$ cat src/oecr_consts.svh
// Offsets, field positions, reset values and masks of the OTG event and accessory registers
`ifndef OECR_CONSTS_SVH
`define OECR_CONSTS_SVH

`define OECR_ADDR_W 6
`define OECR_RISE_BASE 6'h0d
`define OECR_FALL_BASE 6'h10
`define OECR_STATUS_ADDR 6'h13
`define OECR_LATCH_ADDR 6'h14
`define OECR_DEBUG_ADDR 6'h15
`define OECR_SCRATCH_BASE 6'h16
`define OECR_ACC_BASE 6'h19

// Offsets within a write/set/clear triple
`define OECR_OFS_WRITE 6'h00
`define OECR_OFS_SET 6'h01
`define OECR_OFS_CLEAR 6'h02

// Writable bit masks
`define OECR_EDGE_MASK 8'h1f
`define OECR_SCRATCH_MASK 8'hff
`define OECR_ACC_MASK 8'h7e

// Reset values
`define OECR_EDGE_RESET 8'h1f
`define OECR_SCRATCH_RESET 8'h00
`define OECR_ACC_RESET 8'h00

// Event bit positions
`define OECR_BIT_HOST_DISC 0
`define OECR_NUM_EVENTS 5

// Accessory control fields
`define OECR_ACC_ID_PULL 1
`define OECR_ACC_TX_ROUTE 2
`define OECR_ACC_RX_ROUTE 3
`define OECR_ACC_LEFT 4
`define OECR_ACC_RIGHT 5
`define OECR_ACC_MIC 6

`define OECR_NUM_WSC 4

`endif

$ cat src/oecr_pkg.sv
// Types shared by the OTG event and accessory register bank
package oecr_pkg;

   // One register access from the ULPI register-access engine
   typedef struct packed {
      logic rd;
      logic wr;
      logic [5:0] addr;
      logic [7:0] wdata;
   } oecr_req_t;

   // Comparator and detector outputs, in register bit order 4..0
   typedef struct packed {
      logic id_grounded;
      logic session_over;
      logic session_ok;
      logic bus_power_ok;
      logic downstream_detach;
   } oecr_comp_t;

   // Switch and routing controls toward the analog front end
   typedef struct packed {
      logic id_pull_low_drive;
      logic uart_tx_to_dm;
      logic dp_to_uart_rx;
      logic left_audio_switch;
      logic right_mic_switch;
      logic se_rx_disable;
      logic uart_on_left_audio_pin;
      logic uart_on_right_mic_audio_pin;
   } oecr_sw_t;

   typedef struct packed {
      logic [7:0] val;
   } oecr_wsc_state_t;

   typedef struct packed {
      logic [4:0] prev;
      logic [4:0] latch;
      logic [7:0] rdata;
      logic rvalid;
      logic ulpi_data1;
      oecr_sw_t sw;
   } oecr_state_t;

endpackage

$ cat src/oecr_regs.sv
// OTG event enables, status, latch, debug, scratch and accessory switch control
//
// Behaviour
// - Read at base; write, set, clear offsets.
// - Rising enables, five bits, default ones.
// - Falling enables, same order, default ones.
// - Downstream detach events only in host mode.
// - Status returns live comparator values, upper zero.
// - After reset status follows comparators.
// - Enabled edges set latch bits.
// - Latch read returns events, then clears.
// - Debug returns line state, upper zero.
// - Scratch resets zero, no side effects.
// - Data line 1 high without receive route.
// - Bits 2 and 3 route UART lines.
// - Bit 1 pulls ID low; bits 0,7 zero.
// - Bit 4 joins minus line to left.
// - Bit 5 or 6 joins plus line.
// - UART mode shows UART on switched pins.
// - Audio switch disables single-ended receivers.
// - Accessory mode bit owned by interface control.
`timescale 1ns/1ps
`include "oecr_consts.svh"

module oecr_regs (
   input wire logic ref_clk_i,
   input wire logic srst_i,
   input wire oecr_pkg::oecr_req_t req_i,
   output logic [7:0] rdata_o,
   output logic rvalid_o,
   input wire oecr_pkg::oecr_comp_t comp_i,
   input wire logic host_mode_i,
   input wire logic [1:0] line_state_i,
   input wire logic accessory_mode_i,
   input wire logic dp_rx_level_i,
   output logic ulpi_data1_o,
   output oecr_pkg::oecr_sw_t sw_o
);
   import oecr_pkg::*;

   ////////////////////////////////////////////////////////////////////////////////
   // Write/set/clear registers

   localparam logic [3:0][5:0] WSC_BASE = {`OECR_ACC_BASE, `OECR_SCRATCH_BASE,
                                           `OECR_FALL_BASE, `OECR_RISE_BASE};
   localparam logic [3:0][7:0] WSC_MASK = {`OECR_ACC_MASK, `OECR_SCRATCH_MASK,
                                           `OECR_EDGE_MASK, `OECR_EDGE_MASK};
   localparam logic [3:0][7:0] WSC_RST = {`OECR_ACC_RESET, `OECR_SCRATCH_RESET,
                                          `OECR_EDGE_RESET, `OECR_EDGE_RESET};

   logic [3:0][7:0] wsc_val;

   genvar gi;
   generate
      for (gi = 0; gi < `OECR_NUM_WSC; gi = gi + 1) begin : g_wsc
         oecr_wsc_reg #(
            .BASE(WSC_BASE[gi]),
            .MASK(WSC_MASK[gi]),
            .RESET_VAL(WSC_RST[gi])
         ) u_reg (
            .ref_clk_i(ref_clk_i),
            .srst_i(srst_i),
            .req_i(req_i),
            .val_o(wsc_val[gi])
         );
      end
   endgenerate

   logic [4:0] rise_en;
   logic [4:0] fall_en;
   logic [7:0] scratch;
   logic [7:0] acc;

   assign rise_en = wsc_val[0][4:0];
   assign fall_en = wsc_val[1][4:0];
   // Scratch is only read back; nothing else looks at it
   assign scratch = wsc_val[2];
   assign acc = wsc_val[3];

   ////////////////////////////////////////////////////////////////////////////////
   // State

   oecr_state_t st_ff;
   oecr_state_t nxt_st;

   logic [4:0] comp_vec;
   logic [4:0] rise_evt;
   logic [4:0] fall_evt;
   logic [4:0] evt;
   logic [4:0] evt_gate;
   logic latch_rd;
   logic audio_on;

   assign comp_vec = comp_i;
   // Detach has no meaning outside host mode, so its edges are dropped there
   assign evt_gate = {4'hf, host_mode_i};
   assign rise_evt = comp_vec & ~st_ff.prev & rise_en;
   assign fall_evt = ~comp_vec & st_ff.prev & fall_en;
   assign evt = (rise_evt | fall_evt) & evt_gate;
   assign latch_rd = req_i.rd && req_i.addr == `OECR_LATCH_ADDR;
   assign audio_on = acc[`OECR_ACC_LEFT] | acc[`OECR_ACC_RIGHT] | acc[`OECR_ACC_MIC];

   // Read decode of a write/set/clear triple
   function automatic logic in_triple(input logic [5:0] a, input logic [5:0] base);
      in_triple = (a >= base) && (a <= base + `OECR_OFS_CLEAR);
   endfunction

   always_comb begin
      nxt_st = st_ff;
      nxt_st.prev = comp_vec;
      // Set wins over the read clear so a coincident edge is kept
      nxt_st.latch = (latch_rd ? 5'h00 : st_ff.latch) | evt;
      nxt_st.rvalid = req_i.rd;
      if (req_i.rd) begin
         if (in_triple(req_i.addr, `OECR_RISE_BASE)) begin
            nxt_st.rdata = wsc_val[0];
         end else if (in_triple(req_i.addr, `OECR_FALL_BASE)) begin
            nxt_st.rdata = wsc_val[1];
         end else if (req_i.addr == `OECR_STATUS_ADDR) begin
            nxt_st.rdata = {3'h0, comp_vec};
         end else if (req_i.addr == `OECR_LATCH_ADDR) begin
            nxt_st.rdata = {3'h0, st_ff.latch};
         end else if (req_i.addr == `OECR_DEBUG_ADDR) begin
            nxt_st.rdata = {6'h00, line_state_i};
         end else if (in_triple(req_i.addr, `OECR_SCRATCH_BASE)) begin
            nxt_st.rdata = scratch;
         end else if (in_triple(req_i.addr, `OECR_ACC_BASE)) begin
            nxt_st.rdata = acc;
         end else begin
            nxt_st.rdata = 8'h00;
         end
      end
      // Link programs routing before selecting accessory mode, so no glitch on entry
      nxt_st.sw.id_pull_low_drive = acc[`OECR_ACC_ID_PULL];
      nxt_st.sw.uart_tx_to_dm = acc[`OECR_ACC_TX_ROUTE];
      nxt_st.sw.dp_to_uart_rx = acc[`OECR_ACC_RX_ROUTE];
      nxt_st.sw.left_audio_switch = acc[`OECR_ACC_LEFT];
      nxt_st.sw.right_mic_switch = acc[`OECR_ACC_RIGHT] | acc[`OECR_ACC_MIC];
      nxt_st.sw.se_rx_disable = audio_on;
      // Mode bit itself lives in the interface control register
      nxt_st.sw.uart_on_left_audio_pin = accessory_mode_i & acc[`OECR_ACC_LEFT];
      nxt_st.sw.uart_on_right_mic_audio_pin = accessory_mode_i
                                              & (acc[`OECR_ACC_RIGHT] | acc[`OECR_ACC_MIC]);
      // Idle level of UART receive is high; mirrors the plus line when routed
      nxt_st.ulpi_data1 = acc[`OECR_ACC_RX_ROUTE] ? dp_rx_level_i : 1'b1;
   end

   always_ff @(posedge ref_clk_i) begin
      if (srst_i) begin
         // Edge memory seeded from the comparators so reset makes no false event
         st_ff.prev <= comp_vec;
         st_ff.latch <= 5'h00;
         st_ff.rdata <= 8'h00;
         st_ff.rvalid <= 1'b0;
         st_ff.ulpi_data1 <= 1'b1;
         st_ff.sw <= '0;
      end else begin
         st_ff <= nxt_st;
      end
   end

   assign rdata_o = st_ff.rdata;
   assign rvalid_o = st_ff.rvalid;
   assign ulpi_data1_o = st_ff.ulpi_data1;
   assign sw_o = st_ff.sw;
endmodule

$ cat src/oecr_wsc_reg.sv
// One byte register with write, set and clear offsets
`timescale 1ns/1ps
`include "oecr_consts.svh"

module oecr_wsc_reg #(
   parameter logic [5:0] BASE = 6'h00,
   parameter logic [7:0] MASK = 8'hff,
   parameter logic [7:0] RESET_VAL = 8'h00
) (
   input wire logic ref_clk_i,
   input wire logic srst_i,
   input wire oecr_pkg::oecr_req_t req_i,
   output logic [7:0] val_o
);
   import oecr_pkg::*;

   oecr_wsc_state_t st_ff;
   oecr_wsc_state_t nxt_st;

   always_comb begin
      nxt_st = st_ff;
      if (req_i.wr) begin
         // Reserved bits never take a one
         if (req_i.addr == BASE + `OECR_OFS_WRITE) begin
            nxt_st.val = req_i.wdata & MASK;
         end else if (req_i.addr == BASE + `OECR_OFS_SET) begin
            nxt_st.val = (st_ff.val | req_i.wdata) & MASK;
         end else if (req_i.addr == BASE + `OECR_OFS_CLEAR) begin
            nxt_st.val = st_ff.val & ~req_i.wdata & MASK;
         end
      end
   end

   always_ff @(posedge ref_clk_i) begin
      if (srst_i) begin
         st_ff.val <= RESET_VAL;
      end else begin
         st_ff <= nxt_st;
      end
   end

   assign val_o = st_ff.val;
endmodule

$ cat config.mk
export PLATFORM = sky130hd
export DESIGN_NAME = oecr_regs
export DESIGN_NICKNAME = d
export VERILOG_FILES = /design/src/oecr_pkg.sv /design/src/oecr_regs.sv /design/src/oecr_wsc_reg.sv
export VERILOG_INCLUDE_DIRS = /design/src
export SDC_FILE = /design/constraint.sdc
export NUM_CORES = 1
export LEC_CHECK = 0
export BUFFER_PORTS_ARGS = -buffer_cell sky130_fd_sc_hd__buf_2
export CAP_MARGIN = 20
export CORE_ASPECT_RATIO = 1.5
export CORE_UTILIZATION = 45
export DETAILED_ROUTE_END_ITERATION = 7
export MAX_ROUTING_LAYER = met4
export PLACE_DENSITY = 0.78
export SLEW_MARGIN = 25
export SYNTH_ARGS = -nofsm -noshare
export SYNTH_HDL_FRONTEND = slang
export SYNTH_SLANG_ARGS = --single-unit
$ cat constraint.sdc
create_clock -name ref_clk_i -period 2.2 [get_ports ref_clk_i]
set_input_delay 0.11 -clock ref_clk_i [delete_from_list [all_inputs] [get_ports ref_clk_i]]
set_output_delay 0.11 -clock ref_clk_i [all_outputs]
set_load 0.02 [all_outputs]
==> metrics list <==
- Status: completed
- For this run, the leading register cell type out of synthesis is sky130_fd_sc_hd__dfxtp_1.
- In the finished design, the share of the clock period the worst path needs comes to 0.6477.
- Worst-case clock skew: 5.253 ps
- Global routing finished with a remaining overflow of 0.
- The largest individual stage delay along the critical path comes from the cell sky130_fd_sc_hd__or4b_1.
- After synthesis the cells add up to 2495 um^2.
- The design draws 0.001735 W.
- 46 I/O pins were placed.
- The setup path with the least slack is of type in2reg.
- Initial DRC count: 149
* First-pass iteration count of the detailed router: 4
* Level count of the clock H-tree: 2
- Remaining design rule violation count: 0
* Clock tree from TritonCTS: built
- The worst hold path passes through 2 cells.
- In this run, synthesis produced a sequential element count of 52.
- The worst setup path is launched from an input pin.
- Transition time at the pin with the least slew margin: 578.7 ps
- In this run the critical register-to-register path is captured at rdata_o[1].
* Final-report setup violation count: 0
- Setup slack on the worst reg-to-reg path comes out at 1070 ps.
* Number of buffers added by the clock tree synthesis step: 5
- Of the cells placed in the final design, the portion with a size suffix greater than 1 is 0.2435.
* Post-synth top area share: 0.4173
- Synthesis warning total: 0
* Sequential cell area fraction in the yosys report: 0.4173
* Area of the core: 5245 um^2
- At the later pin of the worst-skew pair, clock insertion delay measures 310 ps.
- For the worst flop-to-flop path, the logic depth is 3.
- Start point of the worst hold path: accessory_mode_i
- The most critical setup path has its startpoint at req_i[9].
* Final weighted congestion in routability-driven placement: 0.9092
- In this run the tool buffered the top-level ports with 45 buffer cells.
- The tightest min-delay check is of the in2reg type.
- Data on the critical path is required at its endpoint by 2370 ps.
- Post-detailed-placement half-perimeter wirelength: 4.431 mm
- Across the run, the number of max-cap violations was 0.
- A synthesized cell averages 9.240 um^2.
- Maximum fanout encountered on the critical timing path: 18
* Critical path's largest stage delay: 610 ps
* Leak pwr: 1.073 nW
- In this design, the largest share of critical-path delay is due to compound AO/OA/AOI/OAI gates.
* Die boundary width: 62.80 um
* Via-to-Cell Ratio: 5.835
- The floorplan step defined a die boundary enclosing 5852 um^2.
- Detailed routing inserted a total of 2,194 vias.
- Number of placement rows: 32
- Number of global-route vias before repair: 2,042
- Worst reg2reg startpoint: rdata_o[1]
* Cell variety after synth: 45
- Initial Util: 0.4757
- STA classifies the critical path endpoint as a flop.
* Layout overhead on the synthesized area: 14.04%
- Proportion of register bits with asynchronous set or reset after synthesis: 0
- Max rail drop VDD: 0.0002626 V
- Initial antenna violation count: 0
* Pin count of the biggest net entering global routing: 31
- No sink is reached through more buffers than the 2 on the longest clock path.
* Series of cell instances along the critical path: buf_2 -> or4b_1 -> a21o_1 -> o211ai_1 -> o311ai_0
- Final total negative setup slack: 0 ps
- Once detail routing completed, the nets flagged for antenna violations numbered 0.
- sky130_fd_sc_hd__dfxtp_1 takes more of the synthesized area than any other cell.
- The die is 93.20 um tall.
* CP bufs+invs: 1
* Normalized max-slew margin: 0.6112
* Unrepaired setup endpoints after global routing: no
* Final Hold Violating Endpoints: 0
- Top cells by area in the synthesized netlist: sky130_fd_sc_hd__dfxtp_1 42%, sky130_fd_sc_hd__buf_4 4.8%, sky130_fd_sc_hd__a221o_1 4.0%, sky130_fd_sc_hd__o211ai_1 3.9%, sky130_fd_sc_hd__a21oi_1 3.2%
* Routed wirelength normalized by instance count: 15.91 um
* Number of slew-limit violations in the final report: 0
- Fill cells in the final layout number 485.
* Period minus WS final: 1425 ps
- Clock slew seen by the registers of the worst setup and hold paths: 90 ps
- Capture endpoint of the worst hold path: sw_o[1]
- The root buffer cell chosen for the clock tree is sky130_fd_sc_hd__clkbuf_8.
- For this block, the routed nets add up to 5.984 mm of wire.
* Antenna cell count: 0
- Data on the critical path arrives at its endpoint at 1600 ps.
- Counting every sink on the clock net gives 52.
- Synthesis produced 270 cells.
- For this run, the total global-route usage over all layers was measured as 0.2225.
* Number of enable-type register cells in the synthesized netlist: 0
- The first global-routing pass estimated 9.860 mm of wire.
- PD cells: 609.7 nW/um^2
* Post-Syn Nets: 298
- In the final design database the tool counted 335 nets.
* Achievable Freq: 701.8 MHz
metrics by stage:
stage / instances / area, um^2 / hold slack [ps] / setup WS (ps) / utilization
3_5_place_dp: 362 / 2696 / 253.0 / 480.4 / 0.5141
6_report: 376 / 2845 / 7.189 / 775.2 / 0.5425
4_1_cts: 376 / 2845 / 4.692 / 797.6 / 0.5425
3_3_place_gp: 362 / 2696 / 249.6 / 525.1 / 0.5141
5_1_grt: 376 / 2845 / 5.550 / 682.2 / 0.5425
2_1_floorplan: 270 / 2495 / 137.7 / 669.1 / -
Yosys cell counts, types with 3 or more instances:
master	n
sky130_fd_sc_hd__dfxtp_1	52
sky130_fd_sc_hd__nand3b_1	7
sky130_fd_sc_hd__o211ai_1	13
sky130_fd_sc_hd__buf_4	16
sky130_fd_sc_hd__o21ai_0	13
sky130_fd_sc_hd__nor2b_1	9
sky130_fd_sc_hd__buf_2	3
sky130_fd_sc_hd__a21oi_1	16
sky130_fd_sc_hd__a221o_1	10
sky130_fd_sc_hd__clkbuf_1	10
sky130_fd_sc_hd__nand2_1	19
sky130_fd_sc_hd__a221oi_1	9
sky130_fd_sc_hd__a22oi_1	3
sky130_fd_sc_hd__a311oi_1	6
sky130_fd_sc_hd__mux2_2	5
sky130_fd_sc_hd__nor3_1	4
sky130_fd_sc_hd__nor2_1	14
sky130_fd_sc_hd__xnor2_1	6
sky130_fd_sc_hd__inv_1	14
sky130_fd_sc_hd__a311o_1	4
sky130_fd_sc_hd__o311ai_0	7
area by class of cell:
cell class                      count  area (um^2)  share of cell area
Inverter                           15        56.30             0.01979
Clock buffer                        6        72.57             0.02551
Multi-Input combinational cell    171         1206              0.4239
Sequential cell                    52         1041              0.3659
Timing Repair Buffer               62        367.9              0.1293
Tap cell                           68        85.08             0.02990
Clock inverter                      2        16.27            0.005717
worst register-to-register path: cells and delay by family (launching register included):
family / cells / cell delay [ps]
AOI/OAI and AO/OA: 2 / 250
and+or+nand+nor: 1 / 480
DFF: 1 / 340
cells by family after synthesis:
kind of cell | after synthesis | share of synthesized area
mux | 6 | 0.02658
simple gates | 72 | 0.1735
flops | 52 | 0.4173
xor+xnor | 6 | 0.02106
buf+inv | 47 | 0.09930
compound gates | 87 | 0.2623
worst max-delay path by stage:
stage | cells past startpoint | slack, ps | end
floorplan | 5 | 670 | flop
global placement | 5 | 530 | flop
detailed placement | 5 | 480 | flop
CTS | 5 | 800 | flop
global route | 5 | 680 | flop
finish | 5 | 780 | flop
metal layers:
layer / share of wire / up-vias / global-route usage / wire [um]
met5: 0 / - / - / 0
met4: 0.039 / 0 / 0.1124 / 231
met3: 0.044 / 23 / 0.04268 / 263
met2: 0.51 / 75 / 0.3804 / 3050
met1: 0.41 / 1028 / 0.2451 / 2440
li1: - / 1068 / - / -
cell usage in the layout (no fill, tap or decap), types with 4 or more instances in the layout:
| cell type | instances |
|---|---|
| sky130_fd_sc_hd__a221o_1 | 10 |
| sky130_fd_sc_hd__o211ai_1 | 13 |
| sky130_fd_sc_hd__buf_4 | 11 |
| sky130_fd_sc_hd__mux2_2 | 5 |
| sky130_fd_sc_hd__dlygate4sd3_1 | 6 |
| sky130_fd_sc_hd__clkbuf_8 | 5 |
| sky130_fd_sc_hd__a21oi_1 | 16 |
| sky130_fd_sc_hd__o21ai_0 | 13 |
| sky130_fd_sc_hd__nor3_1 | 4 |
| sky130_fd_sc_hd__o311ai_0 | 7 |
| sky130_fd_sc_hd__xnor2_1 | 6 |
| sky130_fd_sc_hd__nand2_1 | 19 |
| sky130_fd_sc_hd__nand3b_1 | 7 |
| sky130_fd_sc_hd__buf_2 | 45 |
| sky130_fd_sc_hd__nor2_1 | 14 |
| sky130_fd_sc_hd__a221oi_1 | 9 |
| sky130_fd_sc_hd__dfxtp_1 | 52 |
| sky130_fd_sc_hd__a311o_1 | 4 |
| sky130_fd_sc_hd__a311oi_1 | 6 |
| sky130_fd_sc_hd__inv_1 | 14 |
| sky130_fd_sc_hd__nor2b_1 | 9 |
power by group:
group / total (W) / switching (W) / internal, W
clock network: 0.000546 / 0.000319 / 0.000227
logic: 0.000209 / 0.000124 / 0.0000854
registers: 0.000979 / 0.0000144 / 0.000965
what timing repair did:
item	in CTS	in global routing
hold buffers	6	0
gates resized for setup	0	0
buffers inserted	0	0
endpoints found under the hold margin	6	0
No activity file was read; power rests on OpenSTA's default activity.
